==> src/ias_pkg.sv <==
// package for the integer add/subtract/multiply unit
// assumes a single 125 MHz clock domain and the plain register port of ias_top
package ias_pkg;

    // ==========================================
    // register byte offsets
    localparam logic [11:0] OFS_CTRL = 12'h000;
    localparam logic [11:0] OFS_SRC_A = 12'h004;
    localparam logic [11:0] OFS_SRC_B = 12'h008;
    localparam logic [11:0] OFS_DEST = 12'h00C;
    localparam logic [11:0] OFS_CMD = 12'h010;
    localparam logic [11:0] OFS_FLAGS = 12'h014;
    localparam logic [11:0] OFS_INT_STAT = 12'h018;
    localparam logic [11:0] OFS_INT_MASK = 12'h01C;
    localparam logic [11:0] OFS_MATH_LO = 12'h020;
    localparam logic [11:0] OFS_MATH_HI = 12'h024;
    localparam logic [11:0] OFS_ERR_CODE = 12'h028;
    localparam logic [11:0] OFS_MEM_BASE = 12'h100;
    localparam logic [11:0] OFS_MEM_LAST = 12'h1FC;

    // ==========================================
    // sizes and field positions
    localparam int MEM_WORDS = 64;
    localparam int MEM_AW = 6;
    localparam int WORD_W = 16;
    localparam int CTRL_WRAP_BIT = 0;
    localparam int OPND_CONST_BIT = 16;
    localparam int INT_TRAP_BIT = 0;
    localparam int INT_MAJOR_BIT = 1;
    localparam int INT_W = 2;

    // ==========================================
    // reset values and numeric limits
    localparam logic CTRL_WRAP_RESET = 1'b0;
    localparam logic [15:0] SAT_POS = 16'h7FFF;
    localparam logic [15:0] SAT_NEG = 16'h8000;
    localparam logic signed [31:0] LIMIT_POS = 32'sh0000_7FFF;
    localparam logic signed [31:0] LIMIT_NEG = -32'sh0000_8000;
    localparam logic [15:0] MAJOR_ERR_CODE = 16'h0020;

    // ==========================================
    // commands written to the command register
    typedef enum logic [2:0] {
        CMD_NONE = 3'b000,
        CMD_ADD = 3'b001,
        CMD_SUB = 3'b010,
        CMD_PRODUCT = 3'b011,
        CMD_END = 3'b100,
        CMD_TEMP_END = 3'b101
    } ias_cmd_t;

    typedef struct packed {
        logic sign;
        logic zero;
        logic ovf;
        logic carry;
    } ias_flags_t;

    typedef struct packed {
        logic is_const;
        logic [15:0] value;
    } ias_operand_t;

endpackage

==> src/ias_top.sv <==
// integer add / subtract / multiply unit with arithmetic flags and math register
// assumes a register master on SYS_CLK that keeps the plain strobe protocol
// Notes on behaviour
// RL1: add writes A plus B; carry flag set on unsigned carry out.
// RL2: subtract writes A minus B; carry flag set on borrow.
// RL3: add and multiply set overflow when the exact result leaves 16-bit range.
// RL4: subtract sets overflow on underflow or overflow, else clears it.
// RL5: every overflow also sets the sticky overflow trap flag.
// RL6: wrap bit clear: out-of-range result saturates to 32767 or -32768.
// RL7: wrap bit set: out-of-range result keeps its truncated low 16 bits.
// RL8: wrap bit resets clear, so saturation is the default.
// RL9: wrap bit never changes math register contents.
// RL10: add, subtract, multiply set zero flag when result is zero.
// RL11: add, subtract, multiply set sign flag when result is negative.
// RL12: multiply writes A times B and always clears carry.
// RL13: multiply loads full 32-bit signed product into math register, even on overflow.
// RL14: each source is a data memory word or an immediate constant.
// RL15: program doing 32-bit add or subtract sets wrap bit and carries itself.
// RL16: program must clear the overflow trap before end of scan.
// RL17: trap still set at end or temporary end gives major error code 0020.
// RL18: math register is a low word and a high word of a 32-bit value.
// RL19: operands and results are 16-bit two's complement, overflow judged exactly.
//
// The strobed register port and the placing of the registers are this design's own decisions.
module ias_top (
    // clock and reset
    input wire logic SYS_CLK,
    input wire logic SYS_RST,
    // register port
    input wire logic [11:0] REG_ADDR,
    input wire logic [31:0] REG_WDATA,
    input wire logic REG_WR,
    input wire logic REG_RD,
    output logic [31:0] REG_RDATA,
    // status
    output logic IRQ,
    output logic MAJOR_ERROR
);

    // ==========================================
    // registers and memory
    logic wrap_sel;
    ias_pkg::ias_operand_t src_a;
    ias_pkg::ias_operand_t src_b;
    logic [ias_pkg::MEM_AW-1:0] dest;
    ias_pkg::ias_flags_t flags;
    logic [ias_pkg::INT_W-1:0] int_stat;
    logic [ias_pkg::INT_W-1:0] int_mask;
    logic [15:0] math_lo;
    logic [15:0] math_hi;
    logic [15:0] err_code;
    logic [15:0] mem [ias_pkg::MEM_WORDS];

    // ==========================================
    // bus decode
    logic mem_hit;
    logic [ias_pkg::MEM_AW-1:0] mem_idx;
    logic cmd_wr;
    ias_pkg::ias_cmd_t cmd;

    assign mem_hit = (REG_ADDR >= ias_pkg::OFS_MEM_BASE) && (REG_ADDR <= ias_pkg::OFS_MEM_LAST);
    assign mem_idx = REG_ADDR[ias_pkg::MEM_AW+1:2];
    assign cmd_wr = REG_WR && (REG_ADDR == ias_pkg::OFS_CMD);
    assign cmd = cmd_wr ? ias_pkg::ias_cmd_t'(REG_WDATA[2:0]) : ias_pkg::CMD_NONE;

    // ==========================================
    // operand fetch and arithmetic
    logic signed [15:0] opnd_a;
    logic signed [15:0] opnd_b;
    logic signed [31:0] exact;
    logic [16:0] uns_sum;
    logic out_range;
    logic [15:0] next_dest_val;
    logic next_carry;
    logic is_arith;

    // constant or memory word per source
    assign opnd_a = src_a.is_const ? src_a.value : mem[src_a.value[ias_pkg::MEM_AW-1:0]]; // RL14
    assign opnd_b = src_b.is_const ? src_b.value : mem[src_b.value[ias_pkg::MEM_AW-1:0]]; // RL14
    assign uns_sum = {1'b0, opnd_a} + {1'b0, opnd_b};
    assign is_arith = (cmd == ias_pkg::CMD_ADD) || (cmd == ias_pkg::CMD_SUB)
        || (cmd == ias_pkg::CMD_PRODUCT);

    // exact result is 32 bits wide so no operation can lose range before the check
    always_comb begin
        case (cmd)
            ias_pkg::CMD_ADD: begin
                exact = 32'(opnd_a) + 32'(opnd_b); // RL1 RL19
                next_carry = uns_sum[16]; // RL1
            end
            ias_pkg::CMD_SUB: begin
                exact = 32'(opnd_a) - 32'(opnd_b); // RL2 RL19
                next_carry = ($unsigned(opnd_a) < $unsigned(opnd_b)); // RL2
            end
            ias_pkg::CMD_PRODUCT: begin
                exact = opnd_a * opnd_b; // RL12 RL19
                next_carry = 1'b0; // RL12
            end
            default: begin
                exact = 32'sh0000_0000;
                next_carry = 1'b0;
            end
        endcase
    end

    assign out_range = (exact > ias_pkg::LIMIT_POS) || (exact < ias_pkg::LIMIT_NEG); // RL3 RL4

    always_comb begin
        if (!out_range) begin
            next_dest_val = exact[15:0];
        end else if (wrap_sel) begin
            next_dest_val = exact[15:0]; // RL7
        end else if (exact[31]) begin
            next_dest_val = ias_pkg::SAT_NEG; // RL6
        end else begin
            next_dest_val = ias_pkg::SAT_POS; // RL6
        end
    end

    // ==========================================
    // control register
    always_ff @(posedge SYS_CLK) begin
        if (SYS_RST) begin
            wrap_sel <= ias_pkg::CTRL_WRAP_RESET; // RL8
        end else if (REG_WR && REG_ADDR == ias_pkg::OFS_CTRL) begin
            wrap_sel <= REG_WDATA[ias_pkg::CTRL_WRAP_BIT];
        end
    end

    // operand and destination registers
    always_ff @(posedge SYS_CLK) begin
        if (SYS_RST) begin
            src_a <= '0;
            src_b <= '0;
            dest <= '0;
        end else if (REG_WR) begin
            if (REG_ADDR == ias_pkg::OFS_SRC_A) begin
                src_a <= REG_WDATA[ias_pkg::OPND_CONST_BIT:0];
            end else if (REG_ADDR == ias_pkg::OFS_SRC_B) begin
                src_b <= REG_WDATA[ias_pkg::OPND_CONST_BIT:0];
            end else if (REG_ADDR == ias_pkg::OFS_DEST) begin
                dest <= REG_WDATA[ias_pkg::MEM_AW-1:0];
            end
        end
    end

    // ==========================================
    // data memory: bus writes and result writes never meet, one strobe per cycle
    always_ff @(posedge SYS_CLK) begin
        if (SYS_RST) begin
            for (int i = 0; i < ias_pkg::MEM_WORDS; i++) begin
                mem[i] <= '0;
            end
        end else if (is_arith) begin
            mem[dest] <= next_dest_val; // RL1 RL2 RL12
        end else if (REG_WR && mem_hit) begin
            mem[mem_idx] <= REG_WDATA[15:0];
        end
    end

    // ==========================================
    // arithmetic flags, zero and sign judged on the value written to the destination
    always_ff @(posedge SYS_CLK) begin
        if (SYS_RST) begin
            flags <= '0;
        end else if (is_arith) begin
            flags.carry <= next_carry; // RL1 RL2 RL12
            flags.ovf <= out_range; // RL3 RL4
            flags.zero <= (next_dest_val == 16'h0000); // RL10
            flags.sign <= next_dest_val[15]; // RL11
        end
    end

    // ==========================================
    // math register: low and high halves of the product, wrap bit not consulted
    always_ff @(posedge SYS_CLK) begin
        if (SYS_RST) begin
            math_lo <= '0;
            math_hi <= '0;
        end else if (cmd == ias_pkg::CMD_PRODUCT) begin
            math_lo <= exact[15:0]; // RL13 RL18 RL9
            math_hi <= exact[31:16]; // RL13 RL18 RL9
        end
    end

    // ==========================================
    // interrupt status: set wins over a write-one clear in the same cycle
    logic [ias_pkg::INT_W-1:0] int_set;
    logic [ias_pkg::INT_W-1:0] int_clr;
    logic end_cmd;

    assign end_cmd = (cmd == ias_pkg::CMD_END) || (cmd == ias_pkg::CMD_TEMP_END);
    always_comb begin
        int_set = '0;
        int_set[ias_pkg::INT_TRAP_BIT] = is_arith && out_range; // RL5
        int_set[ias_pkg::INT_MAJOR_BIT] = end_cmd && int_stat[ias_pkg::INT_TRAP_BIT]; // RL17
    end
    assign int_clr = (REG_WR && REG_ADDR == ias_pkg::OFS_INT_STAT)
        ? REG_WDATA[ias_pkg::INT_W-1:0] : '0;

    // next status is shared so the error code can follow the major bit without lag
    logic [ias_pkg::INT_W-1:0] next_int_stat;
    assign next_int_stat = (int_stat & ~int_clr) | int_set; // RL5 RL16

    // software clears the trap before ending the scan to stay out of the fault
    always_ff @(posedge SYS_CLK) begin
        if (SYS_RST) begin
            int_stat <= '0;
        end else begin
            int_stat <= next_int_stat; // RL5 RL16
        end
    end

    always_ff @(posedge SYS_CLK) begin
        if (SYS_RST) begin
            int_mask <= '0;
        end else if (REG_WR && REG_ADDR == ias_pkg::OFS_INT_MASK) begin
            int_mask <= REG_WDATA[ias_pkg::INT_W-1:0];
        end
    end

    // error code stands while the major error flag is set
    always_ff @(posedge SYS_CLK) begin
        if (SYS_RST) begin
            err_code <= '0;
        end else if (next_int_stat[ias_pkg::INT_MAJOR_BIT]) begin
            err_code <= ias_pkg::MAJOR_ERR_CODE; // RL17
        end else begin
            err_code <= '0;
        end
    end

    assign IRQ = |(int_stat & int_mask);
    assign MAJOR_ERROR = int_stat[ias_pkg::INT_MAJOR_BIT];

    // ==========================================
    // read port, data one cycle after the strobe and zero otherwise
    always_ff @(posedge SYS_CLK) begin
        if (SYS_RST) begin
            REG_RDATA <= '0;
        end else if (!REG_RD) begin
            REG_RDATA <= '0;
        end else if (REG_ADDR == ias_pkg::OFS_CTRL) begin
            REG_RDATA <= {31'h0000_0000, wrap_sel};
        end else if (REG_ADDR == ias_pkg::OFS_SRC_A) begin
            REG_RDATA <= {15'h0000, src_a};
        end else if (REG_ADDR == ias_pkg::OFS_SRC_B) begin
            REG_RDATA <= {15'h0000, src_b};
        end else if (REG_ADDR == ias_pkg::OFS_DEST) begin
            REG_RDATA <= {26'h000_0000, dest};
        end else if (REG_ADDR == ias_pkg::OFS_FLAGS) begin
            REG_RDATA <= {28'h000_0000, flags};
        end else if (REG_ADDR == ias_pkg::OFS_INT_STAT) begin
            REG_RDATA <= {30'h0000_0000, int_stat};
        end else if (REG_ADDR == ias_pkg::OFS_INT_MASK) begin
            REG_RDATA <= {30'h0000_0000, int_mask};
        end else if (REG_ADDR == ias_pkg::OFS_MATH_LO) begin
            REG_RDATA <= {16'h0000, math_lo};
        end else if (REG_ADDR == ias_pkg::OFS_MATH_HI) begin
            REG_RDATA <= {16'h0000, math_hi};
        end else if (REG_ADDR == ias_pkg::OFS_ERR_CODE) begin
            REG_RDATA <= {16'h0000, err_code};
        end else if (mem_hit) begin
            REG_RDATA <= {16'h0000, mem[mem_idx]};
        end else begin
            REG_RDATA <= '0;
        end
    end

endmodule

==> config.mk <==
export PLATFORM = sky130hd
export DESIGN_NAME = ias_top
export DESIGN_NICKNAME = d
export VERILOG_FILES = /design/src/ias_pkg.sv /design/src/ias_top.sv
export SDC_FILE = /design/constraint.sdc
export NUM_CORES = 2
export LEC_CHECK = 0
export BUFFER_PORTS_ARGS = -buffer_cell sky130_fd_sc_hd__buf_2
export CORE_ASPECT_RATIO = 0.8
export CORE_UTILIZATION = 30
export CTS_CLUSTER_DIAMETER = 100
export DETAILED_ROUTE_END_ITERATION = 12
export GPL_ROUTABILITY_DRIVEN = 0
export PLACE_DENSITY_LB_ADDON = 0.1
export SYNTH_ARGS = -nofsm -noshare
export SYNTH_HDL_FRONTEND = slang
export SYNTH_SLANG_ARGS = --single-unit
==> constraint.sdc <==
create_clock -name SYS_CLK -period 13.9 [get_ports SYS_CLK]
set_clock_uncertainty 0.15 [all_clocks]
set_input_delay 3.475 -clock SYS_CLK [delete_from_list [all_inputs] [get_ports SYS_CLK]]
set_output_delay 3.475 -clock SYS_CLK [all_outputs]
set_load 0.02 [all_outputs]
== Word level (Yosys, flattened, before mapping) ==
Memories as Yosys holds them, arrays and structs flattened. A register that Yosys moved wholly into a read port is not among the register bits.
Cells that the tools add are included.
Word-level totals
  register bits after elaboration: 129
  bits in writable memories: 1024
  word-level logic and storage cells: 113
  memories: 1
Cells by class
  add/sub/neg operators: 3
  $mul: 1
  order comparisons: 5
  eq/ne operators: 15
  mux-type cells: 40
  bitwise gates (word level): 7
  reductions and logical operators: 23
Memories
  mem: depth 64, bits a word 16, rd ports 3, clocked after memory_dff 2, wr ports 64, line ias_top.sv:52  | logic [15:0] mem [ias_pkg::MEM_WORDS];
Operators with widths (count)
  two-way mux 16 bit: 15
  case mux 32 bit (3 select lines): 1
  == test 12 x 5 -> 1 bit, second input constant: 4
  two-way mux 6 bit: 7
  == test 12 x 6 -> 1 bit, second input constant: 3
  adder 16 x 16 -> 17 bit: 2
  two-way mux 17 bit: 2
  > comparator 32 x 16 -> 1 bit, second input constant: 1
  less-than comparator 32 x 16 -> 1 bit, second input constant: 1
  multiplier 16 x 16 -> 32 bit: 1
  OR reduction 16 bit: 2
  == test 12 x 4 -> 1 bit, second input constant: 2
  subtractor 16 x 16 -> 17 bit: 1
  zero test 16 bit: 1
  less-than comparator 16 bit: 1
  == test 12 x 3 -> 1 bit, second input constant: 1
  greater-or-equal comparator 12 x 9 -> 1 bit, second input constant: 1
  less-or-equal comparator 12 x 9 -> 1 bit, second input constant: 1
  zero test 12 bit: 1
  two-way mux 1 bit: 12
  OR reduction 12 bit: 1
  logical AND 1 bit: 8
  == test 3 x 2 -> 1 bit, second input constant: 2
  == test 3 bit, second input constant: 2
  14 further kinds: 21

== Longest topological paths before layout ==
  depth after elaboration: 13
  mapped depth: 40
  gate-level depth less buffers: 31

== Worst setup path before layout ==
No wires, ideal clock.
  kind: reg-to-reg
  from: register (tool-made name)
  to: memory mem[0][4], data pin
  arrival: 11.143 ns
  required time: 13.484 ns
  path slack: 2.341 ns
  stages on the path, launching flop included: 36
  buffers on the path: 7
  clock period less this slack: 11.559 ns
  cells stage by stage: dfxtp_1 clkbuf_1 buf_2 buf_2 buf_1 buf_1 mux4_2 mux4_2 mux4_2 mux2i_1 clkinv_1 nand2_1 fa_1 fa_1 inv_1 fa_1 fa_1 fa_1 inv_1 fa_1 inv_1 ha_1 clkbuf_1 and4_1 nand3_1 o22ai_1 nor3_1 nand4_1 a41oi_1 xnor3_1 a221o_1 nor4_4 o41ai_1 a31oi_2 buf_2 nor2_1
RTL lines (line)
  end: declaration: ias_top.sv:52

==> impl_metrics.json <==
{
  "drive_gt1_frac": 0.281,
  "yosysSeqAreaShare": 0.412,
  "dieArea_um2": 269000,
  "postSynthCellCount": 5916,
  "synthDistinctLibCells": 84,
  "clkTransAtPathRegs_ns": 0.06,
  "port_buffers": 51,
  "slew_headroom": 0.136,
  "rsz0062_at_grt": "no",
  "synth_xor_xnor_area_share": 0.00422,
  "critical_path.top_delay_family": "adder cells",
  "critPathArrivalTime_ns": 13.52,
  "power_density_nw_per_um2": 113,
  "grt_pass1_wl_um": 515000,
  "clock_path_buffers": 4,
  "finalHoldViolCount": 0,
  "finalSetupTns_ns": 0,
  "synthesis.area_um2": 80000,
  "whs_path_depth": 2,
  "grt_pass1_vias": 57900,
  "synth-adder-area-share": 0.0842,
  "p_leak_nw": 29.5,
  "yosys.area_share.simple": 0.0504,
  "synth_warnings": 0,
  "routed_via_density": 6.32,
  "synth-async-reset-ratio": 0,
  "wl_per_cell_um": 40.3,
  "maxCapViolations": 0,
  "slew_violations": 0,
  "cts_inserted_buffers": 148,
  "gr-usage-all-layers": 0.280,
  "r2r_end": "mem[1][3]",
  "utilization": 0.339,
  "antenna_found_initial": 35,
  "synth_area_per_cell_um2": 13.5,
  "crit_required_ns": 14.27,
  "ys_top_cells_by_area": "edfxtp_1 38%, mux4_2 28%, fa_1 6.6%, a211oi_1 5.5%, a21oi_1 3.3%",
  "clock_latency_ns": 0.86,
  "crit_path_max_incr_delay_ns": 0.93,
  "hold_path_end": "math_lo[1]",
  "start_kind": "flip-flop",
  "cts_setup_buffers": 0,
  "dr.pass1.iters": 6,
  "ctsHtreeMaxLevel": 4,
  "netlist.area_leader.share": 0.384,
  "cpMostUsedCell": "fa_1",
  "worst_pin_slew_ns": 1.29,
  "rows": 169,
  "post_dp_cell_area_um2": 85500,
  "ys.flop_type": "edfxtp_1",
  "final_common_cell": "edfxtp_1",
  "setup_violations": 0,
  "max_freq_ghz": 0.0760,
  "ctsHoldBuffers": 0,
  "nets": 6218,
  "cts.sinks": 1134,
  "synth.area.mux_share": 0.289,
  "layout_min_cycle_time_ns": 13.15,
  "final_cell_mix": "1024 x edfxtp_1, 998 x mux4_2, 591 x a211oi_1",
  "cp_slowest_cell": "dfxtp_4",
  "dieHeight_um": 464,
  "grt_max_degree": 129,
  "endpoint_kind": "flip-flop",
  "num_io_pins": 82,
  "first_iter_violations": 8396,
  "initial_core_util": 0.302,
  "ir_drop_mv": 0.111,
  "path_buf_inv": 8,
  "ant_nets": 0,
  "postSynthRegisterBits": 1134,
  "reg2regPathDepth": 32,
  "vias": 59500,
  "drc_errors": 0,
  "period_share": 0.946,
  "cts_tree": "built",
  "final_cell_area_um2": 90000,
  "whs_ns": 0.307,
  "finalWirelength_um": 380000,
  "dieWidth_um": 579,
  "min_path_type": "reg -> reg",
  "cts_resized": 0,
  "synth_top_family_by_area": "multiplexers",
  "cp.depth": 32,
  "cp_max_fo": 48,
  "syn_to_final_growth_pct": 12.4,
  "synth_edf_count": 1024,
  "outcome": "finished, final reports clean",
  "r2r_setup_slack_ns": 0.75,
  "coreArea_um2": 265000,
  "grt-ovfl-total": 0,
  "p_total_mw": 10.2,
  "hpwlAfterDp_um": 257000,
  "hp-start": "math_lo[1]",
  "cts_root_buf": "clkbuf_16",
  "synth_top_area_cell": "edfxtp_1",
  "synth_compound_area_frac": 0.110,
  "criticalPathCategory": "reg -> reg"
}
==> synth_stat cells (27+ instances only) <==
master       n
a211oi_1   591
a21oi_1    521
a31oi_1     27
buf_1       92
buf_2       71
clkbuf_1   470
dfxtp_1    110
edfxtp_1  1024
fa_1       264
ha_1       116
inv_1      381
mux2i_1     51
mux4_2     998
nand2_1    354
nand2b_1    83
nor2_1     333
nor3_1      31
o21ai_0     57
==> cells by family (layout without fill, tap and decap cells) <==
| logic type | after synthesis | in the layout |
|---|---|---|
| AO/OA/AOI/OAI | 1349 | 1349 |
| XOR/XNOR | 37 | 37 |
| adder cells (fa/ha/maj) | 380 | 380 |
| buffers and inverters | 1036 | 1003 |
| flip-flops | 1134 | 1134 |
| multiplexers | 1061 | 1061 |
| other | 1 | 29 |
| AND/OR/NAND/NOR | 918 | 918 |
==> worst min-delay path, stage by stage, from the launching register on <==
cell     delay [ns]
dfxtp_1        0.31
nand2_1        0.05
a21oi_1        0.05
==> metal layers <==
metal	global-route usage	share of wire
met1	0.408	0.43
met4	0.0837	0.035
met2	0.410	0.43
met5	0	0.00049
met3	0.0681	0.10
==> through the flow <==
stage	worst slack [ns]	cells
global placement	0.978	9145
finish	0.750	9416
floorplan	2.34	5930
CTS	0.987	9402
detailed placement	1.00	9145
global route	0.519	9403
==> power breakdown <==
group          switching, mW  leakage (nW)  internal (mW)
Sequential            0.0743          11.4           3.81
Combinational           1.62          15.8          0.897
Clock                   1.65          2.18           2.13
==> worst max-delay path by stage <==
stage	from	end	slack (ns)
6_report	flip-flop	mem[1][3]	0.75
5_1_grt	flip-flop	mem[4][3]	0.52
4_1_cts	flip-flop	mem[35][4]	0.99
3_5_place_dp	flip-flop	mem[40][4]	1.00
3_3_place_gp	flip-flop	mem[41][4]	0.98
2_1_floorplan	flip-flop	mem[0][4]	2.34
==> area by class of cell <==
type	count	area, um^2
multi-input cells	3760	43400
flip-flops and latches	1134	33000
fillers	26000	175000
well taps	3505	4390
diodes	14	35.0
repair buffers	359	3200
inverters	387	1460
clock buffers	190	3930
clock inverters	67	536
==> registers in the layout, summed over array words and instances (netlist names), 2 cells and up, named ones only <==
name and cells:
int_mask 2, src_a 17, mem 1024, math_lo 16, dest 6, math_hi 16
src_b 17, flags 4, REG_RDATA 17
Power figures use the tool's default switching activity.
